===== src/mix_stuff_pkg.sv =====
// Constants shared by the transmit mix and zero-stuff datapath.
// Assumes one DAC sample clock domain for all users of this package.
package mix_stuff_pkg;

   // Register access.
   localparam int ADDR_W = 5;
   localparam logic [ADDR_W-1:0] MODE_CTRL_ADDR = 5'h01;
   localparam logic [7:0] MODE_CTRL_RESET = 8'h00;

   // Field positions in the mode control register.
   localparam int INTERP_HI_BIT = 7;
   localparam int INTERP_LO_BIT = 6;
   localparam int MODSEL_HI_BIT = 5;
   localparam int MODSEL_LO_BIT = 4;
   localparam int STUFF_EN_BIT = 3;
   localparam int CPLX_EN_BIT = 2;
   localparam int ROT_POS_BIT = 1;

   // Modulation selections.
   localparam logic [1:0] MOD_NONE = 2'h0;
   localparam logic [1:0] MOD_HALF = 2'h1;
   localparam logic [1:0] MOD_QUARTER = 2'h2;
   localparam logic [1:0] MOD_EIGHTH = 2'h3;

   // Data widths and codes.
   localparam int DATA_W = 16;
   localparam int COEF_W = 18;
   localparam int COEF_FRAC = 16;
   localparam logic [DATA_W-1:0] MIDSCALE_CODE = 16'h8000;
   localparam logic signed [COEF_W-1:0] COEF_ONE = 18'h10000;
   localparam logic signed [COEF_W-1:0] COEF_ROOT_HALF = 18'h0B505;
   localparam logic signed [DATA_W-1:0] SAT_MAX = 16'h7FFF;
   localparam logic signed [DATA_W-1:0] SAT_MIN = 16'h8000;

   // Clock ratio reporting.
   localparam int RATIO_W = 5;
   localparam logic [RATIO_W-1:0] RATIO_UNIT = 5'h01;

endpackage : mix_stuff_pkg

===== src/carrier_lut.sv =====
// Carrier lookup: cosine and sine weights for the selected modulation rate.
// Assumes the caller advances the phase once per modulated sample.
`timescale 1ns/1ps
module carrier_lut (
   // Selection
   input wire logic [1:0] mod_sel_i,
   input wire logic [2:0] phase_i,
   // Carrier weights
   output logic signed [mix_stuff_pkg::COEF_W-1:0] cos_o,
   output logic signed [mix_stuff_pkg::COEF_W-1:0] sin_o
);
   import mix_stuff_pkg::*;

   // Eight-step sine, indexed by phase; cosine is the same table shifted a quarter turn.
   function automatic logic signed [COEF_W-1:0] sine8(input logic [2:0] p);
      unique case (p)
         3'h0: sine8 = '0;
         3'h1: sine8 = COEF_ROOT_HALF;
         3'h2: sine8 = COEF_ONE;
         3'h3: sine8 = COEF_ROOT_HALF;
         3'h4: sine8 = '0;
         3'h5: sine8 = -COEF_ROOT_HALF;
         3'h6: sine8 = -COEF_ONE;
         3'h7: sine8 = -COEF_ROOT_HALF;
      endcase
   endfunction : sine8

   always_comb begin
      cos_o = COEF_ONE;
      sin_o = '0;
      unique case (mod_sel_i)
         MOD_NONE: begin
            cos_o = COEF_ONE;
            sin_o = '0;
         end
         MOD_HALF: begin
            // A half-rate carrier has no quadrature partner: sine stays zero.
            cos_o = phase_i[0] ? -COEF_ONE : COEF_ONE;
            sin_o = '0;
         end
         MOD_QUARTER: begin
            sin_o = sine8({phase_i[1:0], 1'b0});
            cos_o = sine8({phase_i[1:0], 1'b0} + 3'h2);
         end
         MOD_EIGHTH: begin
            sin_o = sine8(phase_i);
            cos_o = sine8(phase_i + 3'h2);
         end
      endcase
   end

endmodule : carrier_lut


===== src/complex_mix_zero_stuff_datapath.sv =====
// Final transmit stage ahead of the converter: real or complex digital modulation,
// then optional midscale stuffing. Runs on the DAC sample clock.
// Assumes the serial-port logic and the interpolation output share clk_i.
//
// Contract
// - Zero stuffing is active only while mode bit 3 is one.
// - When stuffing, every data sample is followed by one midscale code 8000h.
// - Stuffing doubles converter rate against the data rate.
// - Stuffing happens after the modulator, immediately before the converter outputs.
// - Mode bit 2 couples both modulators into one complex modulator.
// - Mode bit 1 picks positive or negative complex rotation.
// - Complex mode uses the same half, quarter, eighth rate carriers.
// - At quarter and eighth rate, complex outputs are valid with data on I only, Q only or both.
// - Mode bits 5 and 4 select the modulation frequency.
// - Mode bits 7 and 6 select interpolation 1x, 2x, 4x or 8x.
// - Quarter-rate modulation multiplies samples by 0, +1, 0, -1 in turn.
`timescale 1ns/1ps
module complex_mix_zero_stuff_datapath (
   // Clock and reset
   input wire logic clk_i,
   input wire logic rst_i,
   // Control register port from the serial interface
   input wire logic reg_wr_i,
   input wire logic [mix_stuff_pkg::ADDR_W-1:0] reg_addr_i,
   input wire logic [7:0] reg_wdata_i,
   output logic [7:0] reg_rdata_o,
   // Interpolated samples in, twos complement
   input wire logic in_valid_i,
   input wire logic [mix_stuff_pkg::DATA_W-1:0] in_i_data_i,
   input wire logic [mix_stuff_pkg::DATA_W-1:0] in_q_data_i,
   output logic in_ready_o,
   // Converter samples out, offset binary
   output logic dac_valid_o,
   output logic [mix_stuff_pkg::DATA_W-1:0] dac_i_o,
   output logic [mix_stuff_pkg::DATA_W-1:0] dac_q_o,
   // Rate settings for the filters and clock multiplier
   output logic [1:0] interp_sel_o,
   output logic [mix_stuff_pkg::RATIO_W-1:0] clk_ratio_o
);
   import mix_stuff_pkg::*;

   ////////////////////////////////////////////////////////////////////////////
   // Arithmetic helpers.

   function automatic logic signed [COEF_W:0] scale(input logic signed [DATA_W-1:0] d,
                                                    input logic signed [COEF_W-1:0] c);
      logic signed [DATA_W+COEF_W-1:0] prod;
      prod = d * c;
      scale = {prod[DATA_W+COEF_W-1], prod[DATA_W+COEF_W-1:COEF_FRAC]};
   endfunction : scale

   // Saturates and converts to offset binary by flipping the sign bit.
   function automatic logic [DATA_W-1:0] to_dac(input logic signed [COEF_W:0] v);
      logic signed [DATA_W-1:0] s;
      if (v > (COEF_W+1)'(SAT_MAX))
         s = SAT_MAX;
      else if (v < $signed({{(COEF_W+1-DATA_W){1'b1}}, SAT_MIN}))
         s = SAT_MIN;
      else
         s = v[DATA_W-1:0];
      to_dac = {~s[DATA_W-1], s[DATA_W-2:0]};
   endfunction : to_dac

   ////////////////////////////////////////////////////////////////////////////
   // Mode control register.

   logic [7:0] mode_reg, mode_next;
   logic [7:0] rdata_reg, rdata_next;
   logic [1:0] interp_reg, interp_next;
   logic [RATIO_W-1:0] ratio_reg, ratio_next;

   logic stuff_en, cplx_en, rot_pos;
   logic [1:0] mod_sel;

   assign stuff_en = mode_reg[STUFF_EN_BIT];
   assign cplx_en = mode_reg[CPLX_EN_BIT];
   assign rot_pos = mode_reg[ROT_POS_BIT];
   assign mod_sel = mode_reg[MODSEL_HI_BIT:MODSEL_LO_BIT];

   always_comb begin
      mode_next = mode_reg;
      if (reg_wr_i && reg_addr_i == MODE_CTRL_ADDR)
         mode_next = reg_wdata_i;
      rdata_next = (reg_addr_i == MODE_CTRL_ADDR) ? mode_reg : 8'h00;
      interp_next = mode_reg[INTERP_HI_BIT:INTERP_LO_BIT];
      // Converter-to-data ratio: interpolation factor, doubled by stuffing.
      // The shift amount is three bits wide so that 8x with stuffing reaches sixteen.
      ratio_next = RATIO_UNIT << ({1'b0, interp_next} + {2'b00, stuff_en});
   end

   always_ff @(posedge clk_i) begin
      if (rst_i) begin
         mode_reg <= MODE_CTRL_RESET;
         rdata_reg <= 8'h00;
         interp_reg <= 2'h0;
         ratio_reg <= RATIO_UNIT;
      end else begin
         mode_reg <= mode_next;
         rdata_reg <= rdata_next;
         interp_reg <= interp_next;
         ratio_reg <= ratio_next;
      end
   end

   assign reg_rdata_o = rdata_reg;
   assign interp_sel_o = interp_reg;
   assign clk_ratio_o = ratio_reg;

   ////////////////////////////////////////////////////////////////////////////
   // Modulator.

   logic [2:0] phase_reg, phase_next;
   logic signed [COEF_W-1:0] cos_w, sin_w;
   logic signed [COEF_W-1:0] sin_rot;
   logic signed [DATA_W-1:0] in_i, in_q;
   logic signed [COEF_W:0] ic, qc, is_t, qs_t;
   logic signed [COEF_W:0] mod_i, mod_q;
   logic accept;

   carrier_lut u_carrier (
      .mod_sel_i(mod_sel),
      .phase_i(phase_reg),
      .cos_o(cos_w),
      .sin_o(sin_w)
   );

   assign in_i = $signed(in_i_data_i);
   assign in_q = $signed(in_q_data_i);
   assign accept = in_valid_i && in_ready_o;

   always_comb begin
      phase_next = phase_reg;
      if (accept)
         phase_next = phase_reg + 3'h1;
      // Negative rotation only flips the sine terms.
      sin_rot = rot_pos ? sin_w : -sin_w;
      ic = scale(in_i, cos_w);
      qc = scale(in_q, cos_w);
      is_t = scale(in_i, sin_rot);
      qs_t = scale(in_q, sin_rot);
      if (cplx_en) begin
         // At quarter and eighth rate each channel draws on both inputs, so one idle input still yields a full pair.
         mod_i = ic - qs_t;
         mod_q = is_t + qc;
      end else if (mod_sel == MOD_QUARTER || mod_sel == MOD_EIGHTH) begin
         // Real mode rides on the sine carrier, giving 0, +1, 0, -1 at quarter rate.
         mod_i = scale(in_i, sin_w);
         mod_q = scale(in_q, sin_w);
      end else begin
         mod_i = ic;
         mod_q = qc;
      end
   end

   always_ff @(posedge clk_i) begin
      if (rst_i)
         phase_reg <= 3'h0;
      else
         phase_reg <= phase_next;
   end

   ////////////////////////////////////////////////////////////////////////////
   // Zero stuffing at the converter edge.

   logic ready_reg, ready_next;
   logic valid_reg, valid_next;
   logic [DATA_W-1:0] dac_i_reg, dac_i_next;
   logic [DATA_W-1:0] dac_q_reg, dac_q_next;

   always_comb begin
      // A stuffed slot follows each accepted sample, so input is refused for one cycle.
      ready_next = !(stuff_en && accept);
      valid_next = 1'b0;
      dac_i_next = MIDSCALE_CODE;
      dac_q_next = MIDSCALE_CODE;
      if (accept) begin
         valid_next = 1'b1;
         dac_i_next = to_dac(mod_i);
         dac_q_next = to_dac(mod_q);
      end else if (!ready_reg) begin
         valid_next = 1'b1;
         dac_i_next = MIDSCALE_CODE;
         dac_q_next = MIDSCALE_CODE;
      end
   end

   always_ff @(posedge clk_i) begin
      if (rst_i) begin
         ready_reg <= 1'b1;
         valid_reg <= 1'b0;
         dac_i_reg <= MIDSCALE_CODE;
         dac_q_reg <= MIDSCALE_CODE;
      end else begin
         ready_reg <= ready_next;
         valid_reg <= valid_next;
         dac_i_reg <= dac_i_next;
         dac_q_reg <= dac_q_next;
      end
   end

   assign in_ready_o = ready_reg;
   assign dac_valid_o = valid_reg;
   assign dac_i_o = dac_i_reg;
   assign dac_q_o = dac_q_reg;

endmodule : complex_mix_zero_stuff_datapath


===== config.mk =====
export PLATFORM = sky130hd
export DESIGN_NAME = complex_mix_zero_stuff_datapath
export DESIGN_NICKNAME = d
export VERILOG_FILES = /design/src/mix_stuff_pkg.sv /design/src/carrier_lut.sv /design/src/complex_mix_zero_stuff_datapath.sv
export SDC_FILE = /design/constraint.sdc
export NUM_CORES = 2
export LEC_CHECK = 0
export ABC_AREA = 0
export BUFFER_PORTS_ARGS = -buffer_cell sky130_fd_sc_hd__buf_2
export CELL_PAD_IN_SITES_DETAIL_PLACEMENT = 1
export CELL_PAD_IN_SITES_GLOBAL_PLACEMENT = 1
export CORE_UTILIZATION = 48
export DETAILED_ROUTE_END_ITERATION = 7
export PLACE_DENSITY_LB_ADDON = 0.1
export SLEW_MARGIN = 40
export SYNTH_ARGS = -nofsm -noshare
export SYNTH_HDL_FRONTEND = slang
export SYNTH_SLANG_ARGS = --single-unit

===== constraint.sdc =====
create_clock -name clk_i -period 9.5 [get_ports clk_i]
set_input_delay 0.475 -clock clk_i [delete_from_list [all_inputs] [get_ports clk_i]]
set_output_delay 0.475 -clock clk_i [all_outputs]
set_load 0.01 [all_outputs]

# After elaboration in Yosys (flattened, before gate mapping)
# Memories as Yosys holds them, arrays and structs flattened. A register that Yosys moved wholly into a read port is not among the register bits.
# Index checks and enable logic that the tools add are counted.
# Widths: inputs -> output; s select.
[word_totals]
reg_bits = 60
mem_bits_ro = 432
output_inout_bits = 49
mem_count = 3
[memory_table]
columns = ["name", "depth", "word_bits", "read_ports", "rd_clocked_by_memory_dff", "write_ports", "line_no", "source"]
rows = [
  ["(name not given)", 8, 18, 1, 0, 0, "carrier_lut.sv:16", "unique case (p)"],
  ["(name not given)", 8, 18, 1, 1, 0, "carrier_lut.sv:16", ""],
  ["(name not given)", 8, 18, 1, 0, 0, "carrier_lut.sv:16", ""],
]
[op_classes]
addsub = 7
multipliers = 6
order_cmp = 4
eq_ne = 7
shift = 1
mux = 19
bitwise_logic = 4
reduce_logical = 11
[op_table]
columns = ["operator", "count"]
rows = [
  ["$mul 16x18->34", 6],
  ["$pmux 18 s3", 2],
  ["$mux 16", 6],
  ["$mux 19", 4],
  ["$pmux 18 s4", 1],
  ["$gt 19x16->1 const B", 2],
  ["$lt 19x16->1 const B", 2],
  ["$mux 18", 2],
  ["$add 18x18->19", 1],
  ["$sub 18x18->19", 1],
  ["$neg 18->18", 1],
  ["$eq 2x2->1 const B", 4],
  ["$reduce_or 2->1", 4],
  ["$add 3x2->3 const B", 2],
  ["$mux 3", 2],
  ["$eq 5x1->1 const B", 1],
  ["$shl 1x3->5 const A", 1],
  ["$eq 2x1->1 const B", 2],
  ["$logic_not 2->1", 2],
  ["$not 1->1", 4],
  ["$add 2x1->3", 1],
  ["$add 3x1->3 const B", 1],
  ["$logic_and 1x1->1", 3],
  ["$mux 1", 2],
  ["other kinds (2)", 2],
]

# Depth between registers and ports, before layout
[logic_depth]
word_depth = 14
ltp_mapped = 50

# Modules after synthesis
# A second synthesis with hierarchy kept.
[unflattened]
cells_unflattened = 7495
hier_area_um2 = 66850.4
[modules_own_cells]
columns = ["module", "n_inst", "cells_each", "area_each_um2", "seq_area_each_um2"]
rows = [
  ["complex_mix_zero_stuff_datapath", 1, 7438, 66466.2, 1201.2],
  ["carrier_lut", 1, 57, 384.1, 0.0],
]

# Worst setup path after synthesis
# Ideal clock, no wire load.
[synth_path]
path_kind = "reg-to-reg"
startpoint = "register mode_reg[4]"
endpoint = "register dac_i_reg[10], in the netlist dac_i_o[10]"
t_arrival_ns = 9.938
required_ns = 9.366
setup_slack_ns = -0.572
stages_incl_launch_ff = 47
n_path_buf = 5
period_less_slack_ns = 10.072
cell_sequence = "dfxtp_1 -> buf_2 -> clkbuf_1 -> nand3_1 -> and3_1 -> o21ai_0 -> clkbuf_1 -> clkbuf_1 -> nand2_1 -> fa_1 -> inv_1 -> fa_1 -> inv_1 -> fa_1 -> inv_1 -> fa_1 -> fa_1 -> inv_1 -> [... 11 more ...] -> nor2_1 -> nor2b_1 -> nor2_1 -> xor2_1 -> ha_1 -> nand2_1 -> nor2_1 -> a211oi_1 -> o21ai_0 -> a21oi_1 -> o21ai_0 -> xnor2_1 -> a21o_1 -> a21oi_1 -> o2bb2a_1 -> o2111ai_1 -> clkbuf_1 -> o21ai_0"
[synth_between]
elab_chain_len = 12
[synth_rtl]
columns = ["item", "line_no", "source"]
rows = [
  ["start, declared", "complex_mix_zero_stuff_datapath.sv:67", "logic [7:0] mode_reg, mode_next;"],
  ["start signal, assigned", "complex_mix_zero_stuff_datapath.sv:98", "mode_reg <= mode_next;"],
  ["$eq 2x1->1 / $logic_not 2->1 (equally long branches)", "carrier_lut.sv:31", "unique case (mod_sel_i)"],
  ["$reduce_or 2->1 (no source line)", "n/a", ""],
  ["$pmux 18 s3", "carrier_lut.sv:31", ""],
  ["$neg 18->18", "complex_mix_zero_stuff_datapath.sv:136", "sin_rot = rot_pos ? sin_w : -sin_w;"],
  ["$mux 18", "complex_mix_zero_stuff_datapath.sv:136", ""],
  ["$mul 16x18->34", "complex_mix_zero_stuff_datapath.sv:48", "prod = d * c;"],
  ["$sub 18x18->19", "complex_mix_zero_stuff_datapath.sv:143", "mod_i = ic - qs_t;"],
  ["$mux 19 (*)", "complex_mix_zero_stuff_datapath.sv:141", "if (cplx_en) begin"],
  ["$lt 19x16->1", "complex_mix_zero_stuff_datapath.sv:57", "else if (v < $signed({{(COEF_W+1-DATA_W){1'b1}}, SAT_MIN}))"],
  ["$mux 16", "complex_mix_zero_stuff_datapath.sv:57", ""],
  ["$mux 16 (*)", "complex_mix_zero_stuff_datapath.sv:55", "if (v > (COEF_W+1)'(SAT_MAX))"],
  ["$mux 16 (*)", "complex_mix_zero_stuff_datapath.sv:176", "if (accept) begin"],
  ["end signal, assigned", "complex_mix_zero_stuff_datapath.sv:196", "dac_i_reg <= dac_i_next;"],
  ["end, declared", "complex_mix_zero_stuff_datapath.sv:167", "logic [DATA_W-1:0] dac_i_reg, dac_i_next;"],
]
# Mark *: on every way between the ends. The rest lies on a longest branch, timed or not. The select of a mux whose other input is x is not followed.
# A chain may end at the register's enable or synchronous reset.

# Worst setup path in the final report
[layout_path]
startpoint = "register mode_reg[5]"
endpoint = "register dac_i_reg[14], in the netlist dac_i_o[14]"
# The elaborated chain is that of the path after synthesis.

==> results.tsv <==
metric	value	unit
status	finished, violations left	
violations	setup timing	
ys_async_sr_fraction	0	%
clock-sinks	65	
yosysWarnings	0	
via_per_inst	5.238	
rsz0062_at_grt	true	
slew_viol_final	0	
synth_top_family_by_area	adder cells	
fin_area	0.06838	mm2
post-place-ws	-0.5095	ns
multi_input_area	0.05142	mm2
relSlewSlack	39.26	%
grt.overflow.total	0	
synth_xor_area_share	3.234	%
drive_gt1_share	15.58	%
cts_tree	built	
synth_compound_area_share	5.561	%
setup_viol	30	
synth_seq_cells	65	
clk_pin_slew	0.08	ns
portBuffers	97	
crit_slowest_cell	fa_1	
drv_cap	0	
ioPinCount	98	
period_needed	9.725	ns
ir_drop	0.07813	mV
rrSetupSlack	-0.22	ns
syn_area	0.05953	mm2
layout_commonest_cell	inv_1	
required	9.78	ns
reg2reg_depth	47	
placed_area	0.06643	mm2
regArea	0.001310	mm2
leakage	35.86	nW
routedWlPerCell	23.18	um
htreeDepth	3	
clock_latency	0.39	ns
min_path_cells	3	
initial_core_util	48.66	%
core	0.1224	mm2
synth-seq-area-share	2.186	%
worstHoldStart	reg_wdata_i[3]	
cts_inserted_buffers	9	
syn_nets	8502	
power	2.655	mW
rows	128	
finalCritPeriodShare	102.4	%
synthAdderAreaFrac	65.06	%
slowest_delay	0.52	ns
synth_cell_types	83	
die_h	354.2	um
worstPathMaxFanout	7	
dp_hpwl	176800	um
die_x	354.2	um
grt_pass1_wl	310400	um
drtIter0Drc	2223	
grt_pass1_vias	53490	
synthMuxAreaShare	0.3615	%
syn_to_final_growth	14.87	%
finalHoldViolations	0	
tightest_slew	0.9102	ns
routabilityCongestion	0.9313	
whs_endpoint	mode_reg[3]	
finalClockSkew	0.02153	ns
r2r_start	mode_reg[5]	
postSynthCellCount	6308	
cp-start-kind	flip-flop	
cp.arrival	10.01	ns
root_buffer	clkbuf_16	
min_path_type	input port to flip-flop	
fin_nets	9121	
dr.pass1.iters	5	
antenna_found_initial	13	
drc	0	
critPathKind	flip-flop to flip-flop	
fin_ws	-0.2247	ns
clock_path_buffers	2	
ant_nets	0	
max_freq	102.8	MHz
r2r_end	dac_i_o[14]	
yosys.area_share.simple	10.23	%
avgSynthCellArea	9.438	um2
timing.critical_path.mode_cell	fa_1	
grt_max_degree	46	
grtUsageTotal	32.81	%
drt_wl_total	198500	um
power_density	38.82	mW/mm2
fin_util	55.89	%
end_kind	flip-flop	
synth_edf_count	0	
layout_common_cells	1,900 x inv_1, 1,569 x fa_1, 644 x buf_4	
fill_cells	13960	
ys.flop_type	dfxtp_1	
vias	44860	
die-area	0.1254	mm2
## worst max path at each step
stage / from / to / slack (ns) / cells after the start
floorplan: mode_reg[4] / dac_q_o[3] / 0.01 / 45
global placement: mode_reg[5] / dac_q_o[13] / -0.24 / 44
detailed placement: mode_reg[5] / dac_i_o[0] / -0.51 / 48
CTS: mode_reg[5] / dac_q_o[5] / -0.05 / 45
global route: mode_reg[5] / dac_i_o[14] / -0.50 / 47
finish: mode_reg[5] / dac_i_o[14] / -0.22 / 47
## worst max-delay path: cells and delay by family (launching register included)
family	cells	cell delay [ns]
AO/OA/AOI/OAI	12	2.30
XOR/XNOR	3	0.40
adder cells (fa/ha/maj)	10	3.86
buffers and inverters	9	0.96
flip-flops	1	0.38
AND/OR/NAND/NOR	13	1.68
## per-stage QoR
step,TNS [ns],instances,hold slack (ns)
after floorplan,0,6308,0.3834
after global placement,-5.315,8479,0.4296
after detailed placement,-14.39,8479,0.4251
after CTS,-0.4097,8535,0.3243
after global routing,-11.31,8557,0.3375
final,-3.354,8564,0.3294
## area by class of cell
class | instances | share of cell area (%)
timing repair buffer | 792 | 8.854
antenna | 7 | 0.02562
clock inverter | 7 | 0.08416
tap | 1625 | 2.973
inverter | 1932 | 10.62
sequential | 65 | 1.916
multi-input combinational | 4127 | 75.19
clock buffer | 9 | 0.3293
## metal layers
metal  vias up  wire length [um]  track usage, %
li1      19610                 -               -
met1     23820             78460           40.59
met2      1039            101400           58.30
met3       392              8927           4.134
met4         4              9674           12.60
met5         -                27               0
## synthesized netlist by cell type, drive strengths merged (8+ instances only)
library cell	count	area [um2]
and2	386	2415
a211oi	17	127.6
a21oi	122	610.6
nor2b	24	150.1
a22oi	11	82.58
a221oi	10	87.58
mux2i	17	170.2
o31ai	8	78.82
xor2	61	541.8
or2	8	50.05
o21bai	12	90.09
a31oi	11	68.82
nand2	455	1708
xnor2	158	1384
nor3	36	180.2
or3	10	62.56
ha	561	7019
clkbuf	169	635.6
fa	1584	31710
o21a	32	240.2
nand2b	18	112.6
o21ai	132	664.4
a21o	67	503.0
nand3	40	200.2
dfxtp	65	1301
o211ai	14	105.1
nor2	189	709.4
buf	15	73.82
and3	17	106.4
nand4	21	131.4
inv	1930	7244
## kinds of logic (layout without fill, tap and decap cells)
family | count (synthesis) | in the layout
multiplexers | 21 | 21
adder cells (fa/ha/maj) | 2145 | 2145
flip-flops | 65 | 65
AND/OR/NAND/NOR | 1235 | 1235
XOR/XNOR | 219 | 219
AO/OA/AOI/OAI | 507 | 507
buffers and inverters | 2116 | 2740
other | 0 | 7
## power by group
part / switching [mW] / leakage (nW) / total (mW) / internal [mW]
Combinational: 1.10 / 35.2 / 1.98 / 0.876
Clock: 0.181 / 0.135 / 0.362 / 0.181
Sequential: 0.0192 / 0.534 / 0.316 / 0.297
## what timing repair did
item | in CTS | in global routing
endpoints found under the setup margin | 32 | 32
gates cloned | 2 | 1
resized for setup | 115 | 200
setup buffers | 38 | 24
pin swaps | 50 | 89
hold buffers | 0 | 0
Note: power is estimated with default switching activity, not from simulation.
